### config.mk
export PLATFORM = sky130hd
export DESIGN_NAME = lcd_cmd_device_flat
export DESIGN_NICKNAME = d
export VERILOG_FILES = /design/src/include/lcd_cmd_pkg.sv /design/src/include/lcd_bus_if.sv /design/src/hw/lcd_cmd_device.sv /design/src/flat_wrapper.sv
export SDC_FILE = /design/constraint.sdc
export NUM_CORES = 1
export LEC_CHECK = 0
export BUFFER_PORTS_ARGS = -buffer_cell sky130_fd_sc_hd__buf_2
export CAP_MARGIN = 20
export CORE_UTILIZATION = 25
export CTS_CLUSTER_DIAMETER = 60
export DETAILED_ROUTE_END_ITERATION = 16
export PLACE_DENSITY = 0.52
export SLEW_MARGIN = 20
export SYNTH_ARGS = -nofsm -noshare
export SYNTH_HDL_FRONTEND = slang
export SYNTH_SLANG_ARGS = --single-unit
### constraint.sdc
create_clock -name pclk -period 12.4 [get_ports pclk]
set_input_delay 1.24 -clock pclk [delete_from_list [all_inputs] [get_ports pclk]]
set_output_delay 1.24 -clock pclk [all_outputs]
set_load 0.005 [all_outputs]
### src/include/lcd_cmd_pkg.sv
// Purpose: shared constants for the lcd command interpreter and its host end
// Assumes: one clock, byte wide host bus, 16-bit display memory address
// Notes: command codes and reset values are the only place these numbers live
`default_nettype none
package lcd_cmd_pkg;
	// command codes written with cmd_data_select high
	localparam logic [7:0] CURSOR_FORM_CMD = 8'h5D;
	localparam logic [7:0] CURSOR_DIRECTION_CMD = 8'h4C; // 4C..4F
	localparam logic [7:0] LAYER_OVERLAY_CMD = 8'h5B;
	localparam logic [7:0] CHARGEN_BASE_CMD = 8'h5C;
	localparam logic [7:0] PIXEL_HSCROLL_CMD = 8'h5A;
	localparam logic [7:0] CURSOR_ADDR_WRITE_CMD = 8'h46;
	localparam logic [7:0] CURSOR_ADDR_READ_CMD = 8'h47;
	localparam logic [7:0] MEM_WRITE_CMD = 8'h42;
	localparam logic [7:0] MEM_READ_CMD = 8'h43;
	// direction codes in the two low command bits
	localparam logic [1:0] DIR_RIGHT = 2'h0;
	localparam logic [1:0] DIR_LEFT = 2'h1;
	localparam logic [1:0] DIR_UP = 2'h2;
	localparam logic [1:0] DIR_DOWN = 2'h3;
	// overlay parameter bit positions
	localparam int COMPOSE_LO_POS = 0;
	localparam int COMPOSE_HI_POS = 1;
	localparam int BLOCK1_MODE_POS = 2;
	localparam int BLOCK3_MODE_POS = 3;
	localparam int THREE_LAYER_POS = 4;
	// cursor form second parameter: shape in bit 7
	localparam int CURSOR_SHAPE_POS = 7;
	// reset values
	localparam logic [3:0] CURSOR_WIDTH_RST = 4'h7;
	localparam logic [3:0] CURSOR_HEIGHT_RST = 4'h7;
	localparam logic [15:0] POINTER_RST = 16'h0000;
	localparam logic [15:0] CHARGEN_RST = 16'h0000;
	// host end apb register offsets
	localparam logic [7:0] HOST_TXN_OFS = 8'h00;
	localparam logic [7:0] HOST_RDATA_OFS = 8'h04;
	// host transaction word fields
	localparam int TXN_SELECT_POS = 8;
	localparam int TXN_READ_POS = 9;
	// composition method codes
	typedef enum logic [1:0] {
		COMPOSE_OR = 2'b00,
		COMPOSE_XOR = 2'b01,
		COMPOSE_AND = 2'b10,
		COMPOSE_PRIO = 2'b11
	} compose_t;
endpackage
`default_nettype wire

### src/include/lcd_bus_if.sv
// Purpose: byte wide bus between the host end and the lcd command device
// Assumes: both ends run on the same clock, strobes are one cycle pulses
// Notes: rd_ack answers every rd_stb exactly one cycle later
`default_nettype none
interface lcd_bus_if;
	logic cmd_data_select; // high: command / cursor data, low: param / status
	logic wr_stb; // one cycle write strobe
	logic rd_stb; // one cycle read strobe
	logic [7:0] wdata; // write byte
	logic [7:0] rdata; // read byte, valid with rd_ack
	logic rd_ack; // one cycle read answer
	modport dev (input cmd_data_select, wr_stb, rd_stb, wdata,
		output rdata, rd_ack);
	modport host (output cmd_data_select, wr_stb, rd_stb, wdata,
		input rdata, rd_ack);
endinterface
`default_nettype wire

### src/hw/lcd_cmd_device.sv
// Purpose: command interpreter for cursor, layer and memory commands
// Assumes: memory returns mem_rdata one cycle after mem_re
// Notes: the host must space stream reads by two cycles or more
// Function
// - height code holds lines minus one
// - shape bit picks underscore or block
// - direction codes pick step size
// - direction step advances memory accesses
// - host adjusts address for wide characters
// - two bits pick layer combine method
// - one method covers whole layer
// - priority equals or without flashing
// - text first layer excludes third layer
// - mode bits for blocks one, three
// - host keeps both mode bits equal
// - overlay depth bit, cleared for text
// - chargen base stored from parameters
// - three bit whole screen pixel scroll
// - host sets row width before scroll
// - sixteen bit pointer addresses memory
// - pointer changes only by write, step
// - pointer read gives low then high
// - streamed writes advance pointer
// - streamed reads advance and prefetch
// - read data two steps ahead cursor
// - width field holds size minus one
// - select high means command write
//
// Our own choices: the address map and the APB slave port.
`default_nettype none
module lcd_cmd_device (
	input wire logic pclk,
	input wire logic presetn,
	input wire logic ce,
	lcd_bus_if.dev bus,
	input wire logic [7:0] address_pitch,
	input wire logic cursor_visible,
	input wire logic [7:0] mem_rdata,
	input wire logic [2:0] layer_pixel,
	input wire logic [2:0] layer_blank,
	output logic [15:0] mem_addr,
	output logic [7:0] mem_wdata,
	output logic mem_we,
	output logic mem_re,
	output logic [15:0] display_cursor_pointer,
	output logic [3:0] cursor_width_field,
	output logic [3:0] cursor_height_field,
	output logic cursor_shape_select,
	output logic [1:0] compose_sel,
	output logic block1_mode_bit,
	output logic block3_mode_bit,
	output logic three_layer_select,
	output logic [15:0] chargen_base_addr,
	output logic [2:0] pixel_hscroll,
	output logic pixel_out
);
	////////////////////////////////////////////////////////////////////////
	// interpreter state
	typedef enum logic [3:0] {
		ST_IDLE = 4'b0000,
		ST_FORM = 4'b0001,
		ST_OVERLAY = 4'b0010,
		ST_CHARGEN = 4'b0011,
		ST_HSCROLL = 4'b0100,
		ST_PTR_WR = 4'b0101,
		ST_PTR_RD = 4'b0110,
		ST_STREAM_WR = 4'b0111,
		ST_STREAM_RD = 4'b1000
	} state_t;
	state_t state; // parameter collection or stream state
	state_t next_state;
	logic pidx; // second parameter byte pending
	logic [1:0] direction; // selected auto step
	logic [15:0] step; // signed step as 16-bit pattern
	logic [7:0] read_buf; // prefetched display byte
	logic fetch_pend; // memory answer arrives this cycle

	////////////////////////////////////////////////////////////////////////
	// bus decode
	// select high commands
	wire logic cmd_wr = ce & bus.wr_stb & bus.cmd_data_select;
	wire logic data_wr = ce & bus.wr_stb & ~bus.cmd_data_select;
	wire logic any_rd = ce & bus.rd_stb;
	wire logic data_rd = any_rd & bus.cmd_data_select;
	wire logic [7:0] cmd = bus.wdata;
	wire logic is_dir_cmd = cmd[7:2] == lcd_cmd_pkg::CURSOR_DIRECTION_CMD[7:2];
	wire logic [15:0] ptr_stepped = display_cursor_pointer + step;
	wire logic [15:0] ahead = cursor_visible ? {step[14:0], 1'b0} : 16'h0000;
	wire logic stream_rd = data_rd & (state == ST_STREAM_RD);
	wire logic [15:0] fetch_from = stream_rd ? ptr_stepped + ahead
		: display_cursor_pointer + ahead;

	// step for the current direction, pitch counted in bytes
	always_comb
	begin
		case (direction)
			lcd_cmd_pkg::DIR_RIGHT: step = 16'h0001;
			lcd_cmd_pkg::DIR_LEFT: step = 16'hFFFF;
			lcd_cmd_pkg::DIR_UP: step = 16'h0000 - {8'h00, address_pitch};
			lcd_cmd_pkg::DIR_DOWN: step = {8'h00, address_pitch};
			default: step = 16'h0001;
		endcase
	end

	// command decode picks the state that collects what follows
	always_comb
	begin
		next_state = state;
		if (cmd_wr)
		begin
			case (cmd)
				lcd_cmd_pkg::CURSOR_FORM_CMD: next_state = ST_FORM;
				lcd_cmd_pkg::LAYER_OVERLAY_CMD: next_state = ST_OVERLAY;
				lcd_cmd_pkg::CHARGEN_BASE_CMD: next_state = ST_CHARGEN;
				lcd_cmd_pkg::PIXEL_HSCROLL_CMD: next_state = ST_HSCROLL;
				lcd_cmd_pkg::CURSOR_ADDR_WRITE_CMD: next_state = ST_PTR_WR;
				lcd_cmd_pkg::CURSOR_ADDR_READ_CMD: next_state = ST_PTR_RD;
				lcd_cmd_pkg::MEM_WRITE_CMD: next_state = ST_STREAM_WR;
				lcd_cmd_pkg::MEM_READ_CMD: next_state = ST_STREAM_RD;
				default: next_state = ST_IDLE;
			endcase
		end
		else if (data_wr)
		begin
			case (state)
				ST_FORM, ST_CHARGEN, ST_PTR_WR:
					next_state = pidx ? ST_IDLE : state;
				ST_OVERLAY, ST_HSCROLL: next_state = ST_IDLE;
				default: next_state = state;
			endcase
		end
		else if (data_rd && state == ST_PTR_RD && pidx)
			next_state = ST_IDLE;
	end

	////////////////////////////////////////////////////////////////////////
	// state and parameter index
	always_ff @(posedge pclk or negedge presetn)
	begin
		if (!presetn)
		begin
			state <= ST_IDLE;
			pidx <= 1'b0;
		end
		else if (cmd_wr)
		begin
			state <= next_state;
			pidx <= 1'b0;
		end
		else if (data_wr || data_rd)
		begin
			state <= next_state;
			pidx <= (next_state == state) ? ~pidx : 1'b0;
		end
	end

	////////////////////////////////////////////////////////////////////////
	// configuration written by parameter bytes and by the direction commands
	always_ff @(posedge pclk or negedge presetn)
	begin
		if (!presetn)
		begin
			direction <= lcd_cmd_pkg::DIR_RIGHT;
			cursor_width_field <= lcd_cmd_pkg::CURSOR_WIDTH_RST;
			cursor_height_field <= lcd_cmd_pkg::CURSOR_HEIGHT_RST;
			cursor_shape_select <= 1'b0;
			compose_sel <= 2'b00;
			block1_mode_bit <= 1'b0;
			block3_mode_bit <= 1'b0;
			three_layer_select <= 1'b0;
			chargen_base_addr <= lcd_cmd_pkg::CHARGEN_RST;
			pixel_hscroll <= 3'h0;
		end
		else if (cmd_wr && is_dir_cmd)
			direction <= cmd[1:0];
		else if (data_wr)
		begin
			case (state)
				ST_FORM:
				begin
					if (!pidx)
						cursor_width_field <= bus.wdata[3:0];
					else
					begin
						cursor_shape_select <=
							bus.wdata[lcd_cmd_pkg::CURSOR_SHAPE_POS];
						if (bus.wdata[3:0] != 4'h0)
							cursor_height_field <= bus.wdata[3:0];
					end
				end
				ST_OVERLAY:
				begin
					compose_sel <= {bus.wdata[lcd_cmd_pkg::COMPOSE_HI_POS],
						bus.wdata[lcd_cmd_pkg::COMPOSE_LO_POS]};
					block1_mode_bit <= bus.wdata[lcd_cmd_pkg::BLOCK1_MODE_POS];
					block3_mode_bit <= bus.wdata[lcd_cmd_pkg::BLOCK3_MODE_POS];
					three_layer_select <=
						bus.wdata[lcd_cmd_pkg::THREE_LAYER_POS];
				end
				ST_CHARGEN:
				begin
					if (!pidx)
						chargen_base_addr[7:0] <= bus.wdata;
					else
						chargen_base_addr[15:8] <= bus.wdata;
				end
				ST_HSCROLL: pixel_hscroll <= bus.wdata[2:0];
				default: pixel_hscroll <= pixel_hscroll;
			endcase
		end
	end

	////////////////////////////////////////////////////////////////////////
	// cursor pointer and memory port
	// pointer drives memory accesses
	always_ff @(posedge pclk or negedge presetn)
	begin
		if (!presetn)
		begin
			display_cursor_pointer <= lcd_cmd_pkg::POINTER_RST;
			mem_addr <= 16'h0000;
			mem_wdata <= 8'h00;
			mem_we <= 1'b0;
			mem_re <= 1'b0;
		end
		else if (ce)
		begin
			mem_we <= 1'b0;
			mem_re <= 1'b0;
			if (data_wr && state == ST_PTR_WR)
			begin
				if (!pidx)
					display_cursor_pointer[7:0] <= bus.wdata;
				else
					display_cursor_pointer[15:8] <= bus.wdata;
			end
			else if (data_wr && state == ST_STREAM_WR)
			begin
				mem_addr <= display_cursor_pointer;
				mem_wdata <= bus.wdata;
				mem_we <= 1'b1;
				display_cursor_pointer <= ptr_stepped;
			end
			else if (stream_rd || (cmd_wr && cmd == lcd_cmd_pkg::MEM_READ_CMD))
			begin
				mem_addr <= fetch_from;
				mem_re <= 1'b1;
				if (stream_rd)
					display_cursor_pointer <= ptr_stepped;
			end
		end
	end

	////////////////////////////////////////////////////////////////////////
	// read answers: prefetch buffer, pointer bytes, status
	always_ff @(posedge pclk or negedge presetn)
	begin
		if (!presetn)
		begin
			read_buf <= 8'h00;
			fetch_pend <= 1'b0;
			bus.rdata <= 8'h00;
			bus.rd_ack <= 1'b0;
		end
		else if (ce)
		begin
			fetch_pend <= mem_re;
			if (fetch_pend)
				read_buf <= mem_rdata;
			bus.rd_ack <= any_rd;
			// a fetch landing in this cycle bypasses the buffer, so a
			// read two cycles after the previous stream read still gets fresh data
			if (stream_rd)
				bus.rdata <= fetch_pend ? mem_rdata : read_buf;
			else if (data_rd && state == ST_PTR_RD)
				bus.rdata <= pidx ? display_cursor_pointer[15:8]
					: display_cursor_pointer[7:0];
			else if (any_rd)
				bus.rdata <= 8'h00; // no status source in this block
		end
	end

	////////////////////////////////////////////////////////////////////////
	// layer composition, one method for the whole layer
	// layer wide method
	wire logic use_third = three_layer_select & block1_mode_bit;
	wire logic [2:0] vis = layer_pixel & ~layer_blank & {use_third, 2'b11};
	wire logic third_prio = use_third
		& (layer_blank[2] ? 1'b0 : layer_pixel[2]);
	// a blanked upper layer masks what lies beneath its own pixels
	wire logic second_prio = layer_blank[1] ? ~layer_pixel[1] & third_prio
		: layer_pixel[1] | third_prio;
	wire logic prio_px = layer_blank[0] ? ~layer_pixel[0] & second_prio
		: layer_pixel[0] | second_prio;
	logic next_pixel;

	always_comb
	begin
		case (compose_sel)
			lcd_cmd_pkg::COMPOSE_OR: next_pixel = |vis;
			lcd_cmd_pkg::COMPOSE_XOR: next_pixel = (vis[0] ^ vis[1]) | vis[2];
			lcd_cmd_pkg::COMPOSE_AND: next_pixel = (vis[0] & vis[1]) | vis[2];
			lcd_cmd_pkg::COMPOSE_PRIO: next_pixel = prio_px;
			default: next_pixel = |vis;
		endcase
	end

	// registered pixel keeps the output glitch free
	always_ff @(posedge pclk or negedge presetn)
	begin
		if (!presetn)
			pixel_out <= 1'b0;
		else if (ce)
			pixel_out <= next_pixel;
	end
endmodule
`default_nettype wire

### src/flat_wrapper.sv
// flat-port wrapper written by rule: the top's interface ports become plain ports
module lcd_cmd_device_flat 
  (pclk, presetn, ce, address_pitch, cursor_visible, mem_rdata, layer_pixel, layer_blank, mem_addr, mem_wdata, mem_we, mem_re, display_cursor_pointer, cursor_width_field, cursor_height_field, cursor_shape_select, compose_sel, block1_mode_bit, block3_mode_bit, three_layer_select, chargen_base_addr, pixel_hscroll, pixel_out, bus_cmd_data_select, bus_wr_stb, bus_rd_stb, bus_wdata, bus_rdata, bus_rd_ack);
  lcd_bus_if bus_i ();
  input wire logic pclk;
  input wire logic presetn;
  input wire logic ce;
  input wire logic [7:0] address_pitch;
  input wire logic cursor_visible;
  input wire logic [7:0] mem_rdata;
  input wire logic [2:0] layer_pixel;
  input wire logic [2:0] layer_blank;
  output logic [15:0] mem_addr;
  output logic [7:0] mem_wdata;
  output logic mem_we;
  output logic mem_re;
  output logic [15:0] display_cursor_pointer;
  output logic [3:0] cursor_width_field;
  output logic [3:0] cursor_height_field;
  output logic cursor_shape_select;
  output logic [1:0] compose_sel;
  output logic block1_mode_bit;
  output logic block3_mode_bit;
  output logic three_layer_select;
  output logic [15:0] chargen_base_addr;
  output logic [2:0] pixel_hscroll;
  output logic pixel_out;
  input wire logic [$bits(bus_i.cmd_data_select)-1:0] bus_cmd_data_select;
  input wire logic [$bits(bus_i.wr_stb)-1:0] bus_wr_stb;
  input wire logic [$bits(bus_i.rd_stb)-1:0] bus_rd_stb;
  input wire logic [$bits(bus_i.wdata)-1:0] bus_wdata;
  output wire logic [$bits(bus_i.rdata)-1:0] bus_rdata;
  output wire logic [$bits(bus_i.rd_ack)-1:0] bus_rd_ack;
  assign bus_i.cmd_data_select = bus_cmd_data_select;
  assign bus_i.wr_stb = bus_wr_stb;
  assign bus_i.rd_stb = bus_rd_stb;
  assign bus_i.wdata = bus_wdata;
  assign bus_rdata = bus_i.rdata;
  assign bus_rd_ack = bus_i.rd_ack;
  lcd_cmd_device u_core (.pclk(pclk), .presetn(presetn), .ce(ce), .bus(bus_i), .address_pitch(address_pitch), .cursor_visible(cursor_visible), .mem_rdata(mem_rdata), .layer_pixel(layer_pixel), .layer_blank(layer_blank), .mem_addr(mem_addr), .mem_wdata(mem_wdata), .mem_we(mem_we), .mem_re(mem_re), .display_cursor_pointer(display_cursor_pointer), .cursor_width_field(cursor_width_field), .cursor_height_field(cursor_height_field), .cursor_shape_select(cursor_shape_select), .compose_sel(compose_sel), .block1_mode_bit(block1_mode_bit), .block3_mode_bit(block3_mode_bit), .three_layer_select(three_layer_select), .chargen_base_addr(chargen_base_addr), .pixel_hscroll(pixel_hscroll), .pixel_out(pixel_out));
endmodule
==> metrics.md, run 1 <==
| Metric | Value |
|---|---|
| Hold Buf Count CTS | 0 |
| CP bufs+invs | 2 |
| Post-Route WL | 19.3 mm |
| Critical path arrival | 6.13 ns |
| H-tree Lvls | 3 |
| Wirelength per Cell | 17.2 um |
| TritonRoute pass-1 iters | 4 |
| Area of the multi-input gates | 3730 um^2 |
| Delay-heaviest family, CP | compound AO/OA/AOI/OAI gates |
| Async S/R FF share, synth | 1.00 |
| First-pass GRT wire length | 30.3 mm |
| FF/Latch Area | 2530 um^2 |
| Antenna violations before repair | 0 |
| Post-synthesis simple-gate area fraction | 0.164 |
| Std-Cell Rows | 58 |
| Sequential Power Share | 0.480 |
| Yosys cell types | 63 |
| Internal power | 554 uW |
| Synth-to-Final Area Change | 19.1% |
| # nets final | 866 |
| Mux cell area share after synthesis | 0.121 |
| Largest net degree at the start of global routing | 59 |
| Top cells by area, synth | dfrtp_1 (37%), mux2_2 (8.4%), ha_1 (7.2%), nand2_1 (5.2%), mux2i_1 (3.7%) |
| Clock power frac | 0.355 |
| Worst-path maximum fanout | 5 |
| Least-Margin Pin Slew | 1.06 ns |
| Height of the die | 162 um |
| Clock Skews | 0.00972 ns |
| Number of synthesized flops with an enable pin | 0 |
| Number of fill cells | 2714 |
| XOR/XNOR Fraction of Synth Area | 0.0389 |
| Post-Syn Instances | 683 |
| Vias in the first global route | 5442 |
| Worst Hold Class | flop to flop |
| Global placer's final weighted congestion | 0.849 |
| Power per cell area | 102 nW/um^2 |
| CP max stage cell | o311ai_0 |
| Final setup violation count | 0 |
| Synth Area in Compound Gates | 0.175 |
| All-Layer GR Usage | 0.149 |
| Syn Nets | 759 |
| Clk_lat worst skew | 0.36 ns |
| TritonCTS clock tree | yes |
| DR iter-0 viols | 283 |
| Share of layout cells above drive strength 1 | 0.257 |
| CP Class | input pin to flop |
| Area share of the largest cell type after synthesis | 0.369 |
| Seq/Total Area, Yosys | 0.394 |
| Post-DRT Antenna Nets | 0 |
| RSZ-0062 raised after global routing | false |
| Synth area leader | dfrtp_1 |
| Synthesized-area fraction occupied by adder cells | 0.0781 |
| Die ar. | 26400 um^2 |
| Final HPWL DP | 14.3 mm |
| Comb pwr share | 0.164 |
| WHS | 0.477 ns |
| Avg Cell Area, Syn | 9.43 um^2 |
| ANT cells | 0 |
| CTS clk-pin slew, worst paths | 0.07 ns |
| Fmax | 171 MHz |
| Post-synthesis cell area | 6440 um^2 |
| Initial Util | 0.255 |
| Die Wd | 162 um |
| Post-CTS sizing | 0 |
| P_sw | 226 uW |
| CTS root buf | clkbuf_16 |
| Drt via density | 4.88 |
| Final period utilization | 0.472 |
| WP data required | 12.68 ns |
| Sink Count | 101 |
| Yosys warns | 0 |
| Reg2reg setup slack | 7.09 ns |
| Fin. max-slew vios | 0 |
| Most used DFF post-synth | dfrtp_1 |
| Most used cell, CP | ha_1 |
| Status | finished, final reports clean |
| DRC | 0 |
| MaxCap Viol Count | 0 |
| Largest stage delay, worst path | 0.64 ns |
| Top-Level Pins | 122 |
| Setup TNS | 0 ns |
| Seq cells post-synth | 101 |
| Leakage power total | 0.00384 uW |
| Setup crit start kind | input pin |
| CP endpoint kind | flop |
| Peak supply drop | 63.3 uV |
| Setup Buffers After CTS | 0 |
| Total core area | 25300 um^2 |
| Worst slew margin | 0.288 |
| Crit path cell chain | buf_2 -> inv_1 -> ha_1 -> nor3b_1 -> and2_1 -> o311ai_0 -> ha_1 -> o21a_1 -> o21a_1 -> a2111o_1 -> a21oi_2 -> xnor2_1 -> mux2_2 -> ha_1 -> or3_1 -> o21ai_0 -> a21oi_1 -> a21o_1 -> a21oi_1 -> xnor3_1 -> a211oi_2 |
| Switching portion of total power | 0.289 |
| Grt ovf | 0 |
| CTS buffer count | 9 |
| Buffers on Ports | 121 |
| Minimum clock period | 5.86 ns |
| Final hold vios | 0 |
| Largest family of logic cells by synthesized area | compound AO/OA/AOI/OAI gates |
| CTS max path bufs | 2 |
| DR vias | 5490 |
==> cell usage after synthesis (3+ instances only) <==
cell type and instances:
a211oi_1 4, a21o_1 14, a21oi_1 44, a22o_1 4, a22oi_1 3, a31oi_1 7, and2_1 14, and3_1 4
and4_1 3, clkbuf_1 27, dfrtp_1 95, dfstp_2 6, ha_1 37, inv_1 20, mux2_2 48, mux2i_1 24
nand2_1 90, nand2b_1 7, nand3_1 10, nand4_1 7, nor2_1 52, nor2b_1 5, nor3_1 17, o211ai_1 6
o21a_1 9, o21ai_0 29, o21ai_1 12, o221ai_1 8, o311ai_0 4, o31ai_1 6, xnor2_1 20, xor2_1 6
==> registers in the layout, summed over array words and instances (netlist names), 2 cells and up <==
signal	flops
u_core.mem_addr	16
u_core.direction	2
u_core.cursor_width_field	4
u_core.bus.rdata	8
u_core.display_cursor_pointer	16
u_core.read_buf	8
u_core.compose_sel	2
u_core.state	4
u_core.pixel_hscroll	3
u_core.chargen_base_addr	16
u_core.mem_wdata	8
u_core.cursor_height_field	4
==> final timing paths <==
path,startpoint,end,cells past startpoint
max,address_pitch[1],u_core.mem_addr[15]$_DFFE_PN0P_,21
min,u_core.mem_wdata[6]$_DFFE_PN0P_,u_core.mem_wdata[6]$_DFFE_PN0P_,2
max reg2reg,u_core.direction[1]$_DFFE_PN0P_,u_core.mem_addr[15]$_DFFE_PN0P_,20
min reg2reg,u_core.mem_wdata[6]$_DFFE_PN0P_,u_core.mem_wdata[6]$_DFFE_PN0P_,2
max in group asynchronous,presetn,u_core.bus.rd_ack$_DFFE_PN0P_,2
min in group asynchronous,presetn,u_core.chargen_base_addr[8]$_DFFE_PN0P_,1
==> final cells by class <==
class                   instances  share of cell area
clock buffers                  12              0.0321
clock inverters                 4             0.00424
inverters                      20             0.00979
multi-input cells             533               0.486
flip-flops and latches        101               0.331
well taps                     330              0.0538
repair buffers                125              0.0832
==> power groups by stage <==
stage          Combinational, uW  Clock (uW)  Sequential, uW
3_5_place_dp                 130           0             381
3_3_place_gp                 130           0             381
6_report                     128         277             375
4_1_cts                      131         287             375
2_1_floorplan               79.2           0             373
5_1_grt                      143         298             379
==> through the flow <==
stage	instance area [um^2]	cells	total power, uW	setup WS [ns]	utilization
3_3_place_gp	7390	1109	511	6.42	0.292
5_1_grt	7670	1125	820	6.28	0.304
4_1_cts	7660	1125	793	6.66	0.304
3_5_place_dp	7390	1109	512	6.30	0.292
6_report	7670	1125	780	6.54	0.304
2_1_floorplan	6440	683	452	6.90	-
==> routing by layer <==
metal,vias to the layer above,wire (um),global-route usage
li1,2684,-,-
met5,-,0,0
met4,0,286,0.0463
met3,19,1120,0.0308
met2,128,8910,0.238
met1,2659,8990,0.202
==> cells in the final DEF (no fill, tap or decap), types with 14 or more instances in the layout <==
cell | Yosys | routed
a21o_1 | 14 | 14
nor2_1 | 52 | 52
nand2_1 | 90 | 90
dfrtp_1 | 95 | 95
inv_1 | 20 | 20
nor3_1 | 17 | 17
ha_1 | 37 | 37
buf_2 | 2 | 120
xnor2_1 | 20 | 20
a21oi_1 | 44 | 44
o21ai_0 | 29 | 29
and2_1 | 14 | 14
mux2i_1 | 24 | 24
mux2_2 | 48 | 48
==> cells by family (layout without fill, tap and decap cells) <==
| family | Yosys count | count (layout) |
|---|---|---|
| XOR/XNOR | 27 | 27 |
| adder cells (fa/ha/maj) | 39 | 39 |
| multiplexers | 72 | 72 |
| AND/OR/NAND/NOR | 224 | 224 |
| buffers and inverters | 49 | 161 |
| AO/OA/AOI/OAI | 171 | 171 |
| flip-flops | 101 | 101 |
==> worst min-delay path, cell delays in order (launching register included) <==
cell and delay, ns:
dfrtp_1 0.35, nand2_1 0.05, nand2_1 0.05
No activity file was read; power rests on OpenSTA's default activity.
==> run 2, diff against run 1 <==
- ABC_AREA: default -> 1
- PLACE_DENSITY: 0.52 -> 0.54
- clock period: 12.4 -> 5.3 ns (I/O delays scaled with it)
==> metrics.md, run 2 <==
| Metric | Value |
|---|---|
| Post-CTS sizing | 0 |
| Grt ovf | 0 |
| Std-Cell Rows | 58 |
| Clk_lat worst skew | 0.37 ns |
| FF/Latch Area | 2530 um^2 |
| H-tree Lvls | 3 |
| Setup crit start | u_core.direction[1]$_DFFE_PN0P_ |
| Setup crit start kind | flop |
| MaxCap Viol Count | 0 |
| Clock Skews | 0.0125 ns |
| Least-Margin Pin Slew | 0.903 ns |
| Post-DRT Antenna Nets | 0 |
| Status | finished, final reports clean |
| Initial Util | 0.257 |
| Area of the multi-input gates | 3510 um^2 |
| Buffers on Ports | 121 |
| Setup TNS | 0 ns |
| Most common library cells after synthesis | nand2_1 (253), o21ai_0 (105), inv_1 (98) |
| Hold Buf Count CTS | 0 |
| Top Layer Used | met5 |
| Power per cell area | 339 nW/um^2 |
| Routed wl met2 | 9.12 mm |
| Fin cells | 1333 |
| Peak supply drop | 167 uV |
| Most frequent cells in the layout | nand2_1 (253), buf_2 (120), o21ai_0 (105), inv_1 (98), dfrtp_1 (95) |
| DRC | 0 |
| Commonest non-fill, non-tap cell in the layout | nand2_1 |
| Worst-path maximum fanout | 10 |
| Critical path arrival | 5.17 ns |
| Seq/Total Area, Yosys | 0.387 |
| Height of the die | 164 um |
| Top flop regs | u_core.chargen_base_addr (16), u_core.display_cursor_pointer (16), u_core.mem_addr (16) |
| Syn Nets | 959 |
| DR WL met3 | 1.27 mm |
| Drt via density | 4.64 |
| Top cells by area, synth | dfrtp_1 (36%), nand2_1 (14%), o21ai_0 (8.0%), ha_1 (7.1%), inv_1 (5.6%) |
| Largest net degree at the start of global routing | 65 |
| Post-Syn Instances | 883 |
| Async S/R FF share, synth | 1.00 |
| Share of layout cells above drive strength 1 | 0.177 |
| Setup Buffers After CTS | 0 |
| Post-Route WL | 20.8 mm |
| Top-Level Pins | 122 |
| Post-synthesis cell area | 6550 um^2 |
| CP endpoint kind | flop |
| Number of synthesized flops with an enable pin | 0 |
| Final setup violation count | 0 |
| Leakage power total | 0.00412 uW |
| Final hold vios | 0 |
| TritonRoute pass-1 iters | 4 |
| CTS max path bufs | 2 |
| DR vias | 6189 |
| Worst Hold Class | input pin to asynchronous set/reset pin |
| WP data required | 5.55 ns |
| Wl on met1 | 10.1 mm |
| Yosys warns | 0 |
| Minimum clock period | 4.92 ns |
| Sink Count | 101 |
| TritonCTS clock tree | yes |
| Final HPWL DP | 15.7 mm |
| CTS buffer count | 9 |
| CP Class | flop to flop |
| Area share of the largest cell type after synthesis | 0.363 |
| DP Cell Count | 1315 |
| Synth-to-Final Area Change | 19.2% |
| Yosys cell types | 47 |
| CTS root buf | clkbuf_16 |
| Synth area leader | dfrtp_1 |
| # nets final | 1072 |
| R2r startpoint | u_core.direction[1]$_DFFE_PN0P_ |
| First-pass GRT wire length | 32.9 mm |
| Worst slew margin | 0.397 |
| Antenna violations before repair | 2 |
| Fin. max-slew vios | 0 |
| CTS clk-pin slew, worst paths | 0.08 ns |
| DR iter-0 viols | 541 |
| Total core area | 25500 um^2 |
| WHS | 0.283 ns |
| Vias in the first global route | 5835 |
| Seq cells post-synth | 101 |
| All-Layer GR Usage | 0.161 |
| Number of fill cells | 2760 |
| Avg Cell Area, Syn | 7.42 um^2 |
| Most used DFF post-synth | dfrtp_1 |
| Final period utilization | 0.928 |
| Global placer's final weighted congestion | 0.865 |
| RSZ-0062 raised after global routing | false |
| Wirelength per Cell | 15.6 um |
| Overall Power | 2650 uW |
| Fmax | 203 MHz |
| Die ar. | 26900 um^2 |
| Most common cell in the netlist | nand2_1 |
| Die Wd | 164 um |
[run 2: layout make-up]
type	instances	share of cell area
Antenna cell	2	0.000641
Clock buffer	9	0.0288
Clock inverter	7	0.0111
Inverter	104	0.0506
Multi-Input combinational cell	655	0.450
Sequential cell	101	0.325
Tap cell	330	0.0529
Timing Repair Buffer	125	0.0817
[run 2: logic make-up (layout without fill, tap and decap cells)]
| family | after synthesis | after routing | share of synthesized area |
|---|---|---|---|
| AOI/OAI and AO/OA | 205 | 205 | 0.176 |
| xor gates and xnor gates | 24 | 24 | 0.0321 |
| adders and majority gates | 39 | 39 | 0.0768 |
| buffers and inverters | 127 | 245 | 0.0773 |
| DFF | 101 | 101 | 0.387 |
| other | 0 | 2 | 0 |
| and+or+nand+nor | 387 | 387 | 0.251 |
[run 2: metal layers]
layer | GRT usage | up-vias
li1 | - | 3152
met2 | 0.253 | 181
met5 | 0 | -
met3 | 0.0369 | 21
met1 | 0.222 | 2833
met4 | 0.0370 | 2
[run 2: path summary, 6_finish.rpt]
path / end / slack, ns / cells after the start
worst max-delay path: u_core.mem_addr[15]$_DFFE_PN0P_ / 0.38 / 22
worst min-delay path: u_core.mem_addr[5]$_DFFE_PN0P_ / 0.28 / 1
worst max register to register: u_core.mem_addr[15]$_DFFE_PN0P_ / 0.38 / 22
worst min register to register: u_core.mem_addr[14]$_DFFE_PN0P_ / 0.48 / 2
max in group asynchronous: u_core.cursor_width_field[0]$_DFFE_PN1P_ / 3.96 / 2
min in group pclk: u_core.mem_addr[14]$_DFFE_PN0P_ / 0.48 / 2
[run 2: critical path: stages, from the launching register on]
cell	delay, ns
dfrtp_1	0.46
inv_1	0.19
or2_2	0.33
o41ai_1	0.36
xor2_1	0.38
inv_1	0.08
ha_1	0.37
a21oi_1	0.20
o21ai_0	0.18
a31oi_1	0.25
o21ai_0	0.12
or2_2	0.30
nand3_1	0.08
nand2_1	0.06
ha_1	0.34
nand2_1	0.10
nor3_1	0.26
nand4_1	0.13
o221ai_1	0.23
nand3b_1	0.14
nand3_1	0.09
nand2_1	0.10
nand2_1	0.06
[run 2: power by group]
group	total [uW]	internal (uW)	leakage, uW	switching [uW]
logic	952	363	0.00268	589
registers	997	877	0.00129	121
clock network	702	339	0.000151	362
total	2650	1580	0.00412	1070
[run 2: through the flow]
step	util	setup WS (ns)	cell area [um^2]
floorplan	-	1.37	6550
finish	0.307	0.384	7810
global placement	0.294	0.342	7490
detailed placement	0.294	0.261	7490
CTS	0.306	0.432	7800
global route	0.306	0.0166	7800
==> run 3, diff against run 2 <==
- CORE_UTILIZATION: 25 -> 51
- PLACE_DENSITY: 0.54 -> 0.87
==> metrics.md, run 3 (synthesis results as in run 2) <==
| Metric | Value |
|---|---|
| Minimum clock period | 4.52 ns |
| Comb pwr share | 0.352 |
| Global placer's final weighted congestion | 0.937 |
| Worst slew margin | 0.408 |
| R2r worst-path depth | 22 |
| Final setup violation count | 0 |
| Antenna violations before repair | 0 |
| CTS clk-pin slew, worst paths | 0.07 ns |
| First-pass GRT wire length | 29.0 mm |
| Fmax | 221 MHz |
| Largest stage delay, worst path | 0.46 ns |
| Std-Cell Rows | 41 |
| CTS buffer count | 9 |
| Initial Util | 0.521 |
| CP bufs+invs | 3 |
| Sequential Power Share | 0.371 |
| Hold Buf Count CTS | 0 |
| DRC | 0 |
| Leakage power total | 0.00412 uW |
| Top flop regs | u_core.chargen_base_addr (16), u_core.display_cursor_pointer (16), u_core.mem_addr (16) |
| All-Layer GR Usage | 0.283 |
| Power per cell area | 352 nW/um^2 |
| Height of the die | 115 um |
| Largest net degree at the start of global routing | 67 |
| P_sw | 1020 uW |
| Clock Skews | 0.00990 ns |
| Setup TNS | 0 ns |
| Switching portion of total power | 0.379 |
| Clock power frac | 0.277 |
| Die ar. | 13300 um^2 |
| Vias in the first global route | 6032 |
| Crit path cell chain | inv_1 -> or2_2 -> o41ai_1 -> xor2_1 -> inv_1 -> ha_1 -> a21oi_1 -> o21ai_0 -> a21oi_1 -> nand2_1 -> or2_2 -> nand3_1 -> o21ai_0 -> ha_1 -> inv_1 -> nor3_1 -> nand4_1 -> o221ai_1 -> nand3b_1 -> nand3_1 -> nand2_1 -> nand2_1 |
| Fin. max-slew vios | 0 |
| CTS max path bufs | 2 |
| Drt via density | 5.42 |
| WP data required | 5.54 ns |
| Die Wd | 115 um |
| ANT cells | 0 |
| Most frequent cells in the layout | nand2_1 (253), buf_2 (120), o21ai_0 (105), inv_1 (98), dfrtp_1 (95) |
| DR vias | 6350 |
| Buffers on Ports | 121 |
| TritonRoute pass-1 iters | 6 |
| Worst-path maximum fanout | 10 |
| Grt ovf | 0 |
| Final period utilization | 0.854 |
| Critical path arrival | 4.77 ns |
| CTS root buf | clkbuf_16 |
| MaxCap Viol Count | 0 |
| Fin cells | 1171 |
| Post-CTS sizing | 0 |
| CP endpoint kind | flop |
| # nets final | 1070 |
| Setup Buffers After CTS | 0 |
| Total core area | 12600 um^2 |
| CP max stage cell | dfrtp_1 |
| Final hold vios | 0 |
| Internal power | 1670 uW |
| Post-Route WL | 17.9 mm |
| Top-Level Pins | 122 |
| Sink Count | 101 |
| CP Class | flop to flop |
| Share of layout cells above drive strength 1 | 0.175 |
| DP Cell Count | 1155 |
| TritonCTS clock tree | yes |
| Wirelength per Cell | 15.3 um |
| RSZ-0062 raised after global routing | false |
| Post-DRT Antenna Nets | 0 |
| Cell depth of the worst setup path | 22 |
| Final HPWL DP | 13.4 mm |
| Least-Margin Pin Slew | 0.881 ns |
| Setup crit start kind | flop |
| DR iter-0 viols | 399 |
| Peak supply drop | 204 uV |
| H-tree Lvls | 3 |
| Synth-to-Final Area Change | 16.3% |
| Clk_lat worst skew | 0.36 ns |
| Commonest non-fill, non-tap cell in the layout | nand2_1 |
| Delay-heaviest family, CP | simple AND/OR/NAND/NOR gates |
| Status | finished, final reports clean |
| Worst Hold Class | input pin to asynchronous set/reset pin |
run 3: power by group through the flow:
stage | logic [uW] | clock network, uW | registers [uW]
floorplan | 638 | 0 | 975
detailed placement | 928 | 0 | 1000
global route | 1080 | 779 | 1000
CTS | 937 | 754 | 990
global placement | 909 | 0 | 998
finish | 945 | 743 | 994
run 3: worst register-to-register path: cells and delay by family (launching register included):
family	cells	cell delay [ns]
compound gates	6	1.21
xor+xnor	1	0.29
fa+ha+maj	2	0.69
simple gates	10	1.46
flops	1	0.46
buf+inv	3	0.32
run 3: layer usage:
metal | share of wire | vias to the layer above | GRT usage
met3 | 0.070 | 30 | 0.0490
met4 | 0.022 | 0 | 0.0961
met2 | 0.46 | 255 | 0.477
li1 | - | 3139 | -
met5 | 0 | - | 0
met1 | 0.44 | 2926 | 0.367
run 3: path summary, 6_finish.rpt:
check / from / endpoint / slack [ns]
min reg2reg: u_core.mem_addr[7]$_DFFE_PN0P_ / u_core.mem_addr[7]$_DFFE_PN0P_ / 0.48
min in group pclk: u_core.mem_addr[7]$_DFFE_PN0P_ / u_core.mem_addr[7]$_DFFE_PN0P_ / 0.48
min: presetn / u_core.mem_addr[5]$_DFFE_PN0P_ / 0.27
max: u_core.direction[1]$_DFFE_PN0P_ / u_core.mem_addr[15]$_DFFE_PN0P_ / 0.78
max reg2reg: u_core.direction[1]$_DFFE_PN0P_ / u_core.mem_addr[15]$_DFFE_PN0P_ / 0.78
max in group asynchronous: presetn / u_core.display_cursor_pointer[14]$_DFFE_PN0P_ / 4.03
run 3: layout make-up:
type / instances / area, um^2
fill: 1122 / 4950
multi-input combinational: 655 / 3510
sequential: 101 / 2530
timing repair buffer: 123 / 623
inverter: 104 / 395
clock buffer: 9 / 225
tap: 172 / 215
clock inverter: 7 / 114
run 3: stage by stage:
step | power [uW] | area, um^2 | util | hold slack, ns | setup WS [ns]
finish | 2680 | 7620 | 0.606 | 0.266 | 0.775
global route | 2870 | 7620 | 0.606 | 0.337 | 0.327
CTS | 2680 | 7620 | 0.606 | 0.298 | 0.803
detailed placement | 1930 | 7280 | 0.579 | 0.463 | 0.699
global placement | 1910 | 7280 | 0.579 | 0.460 | 0.783
floorplan | 1610 | 6550 | - | 0.234 | 1.37
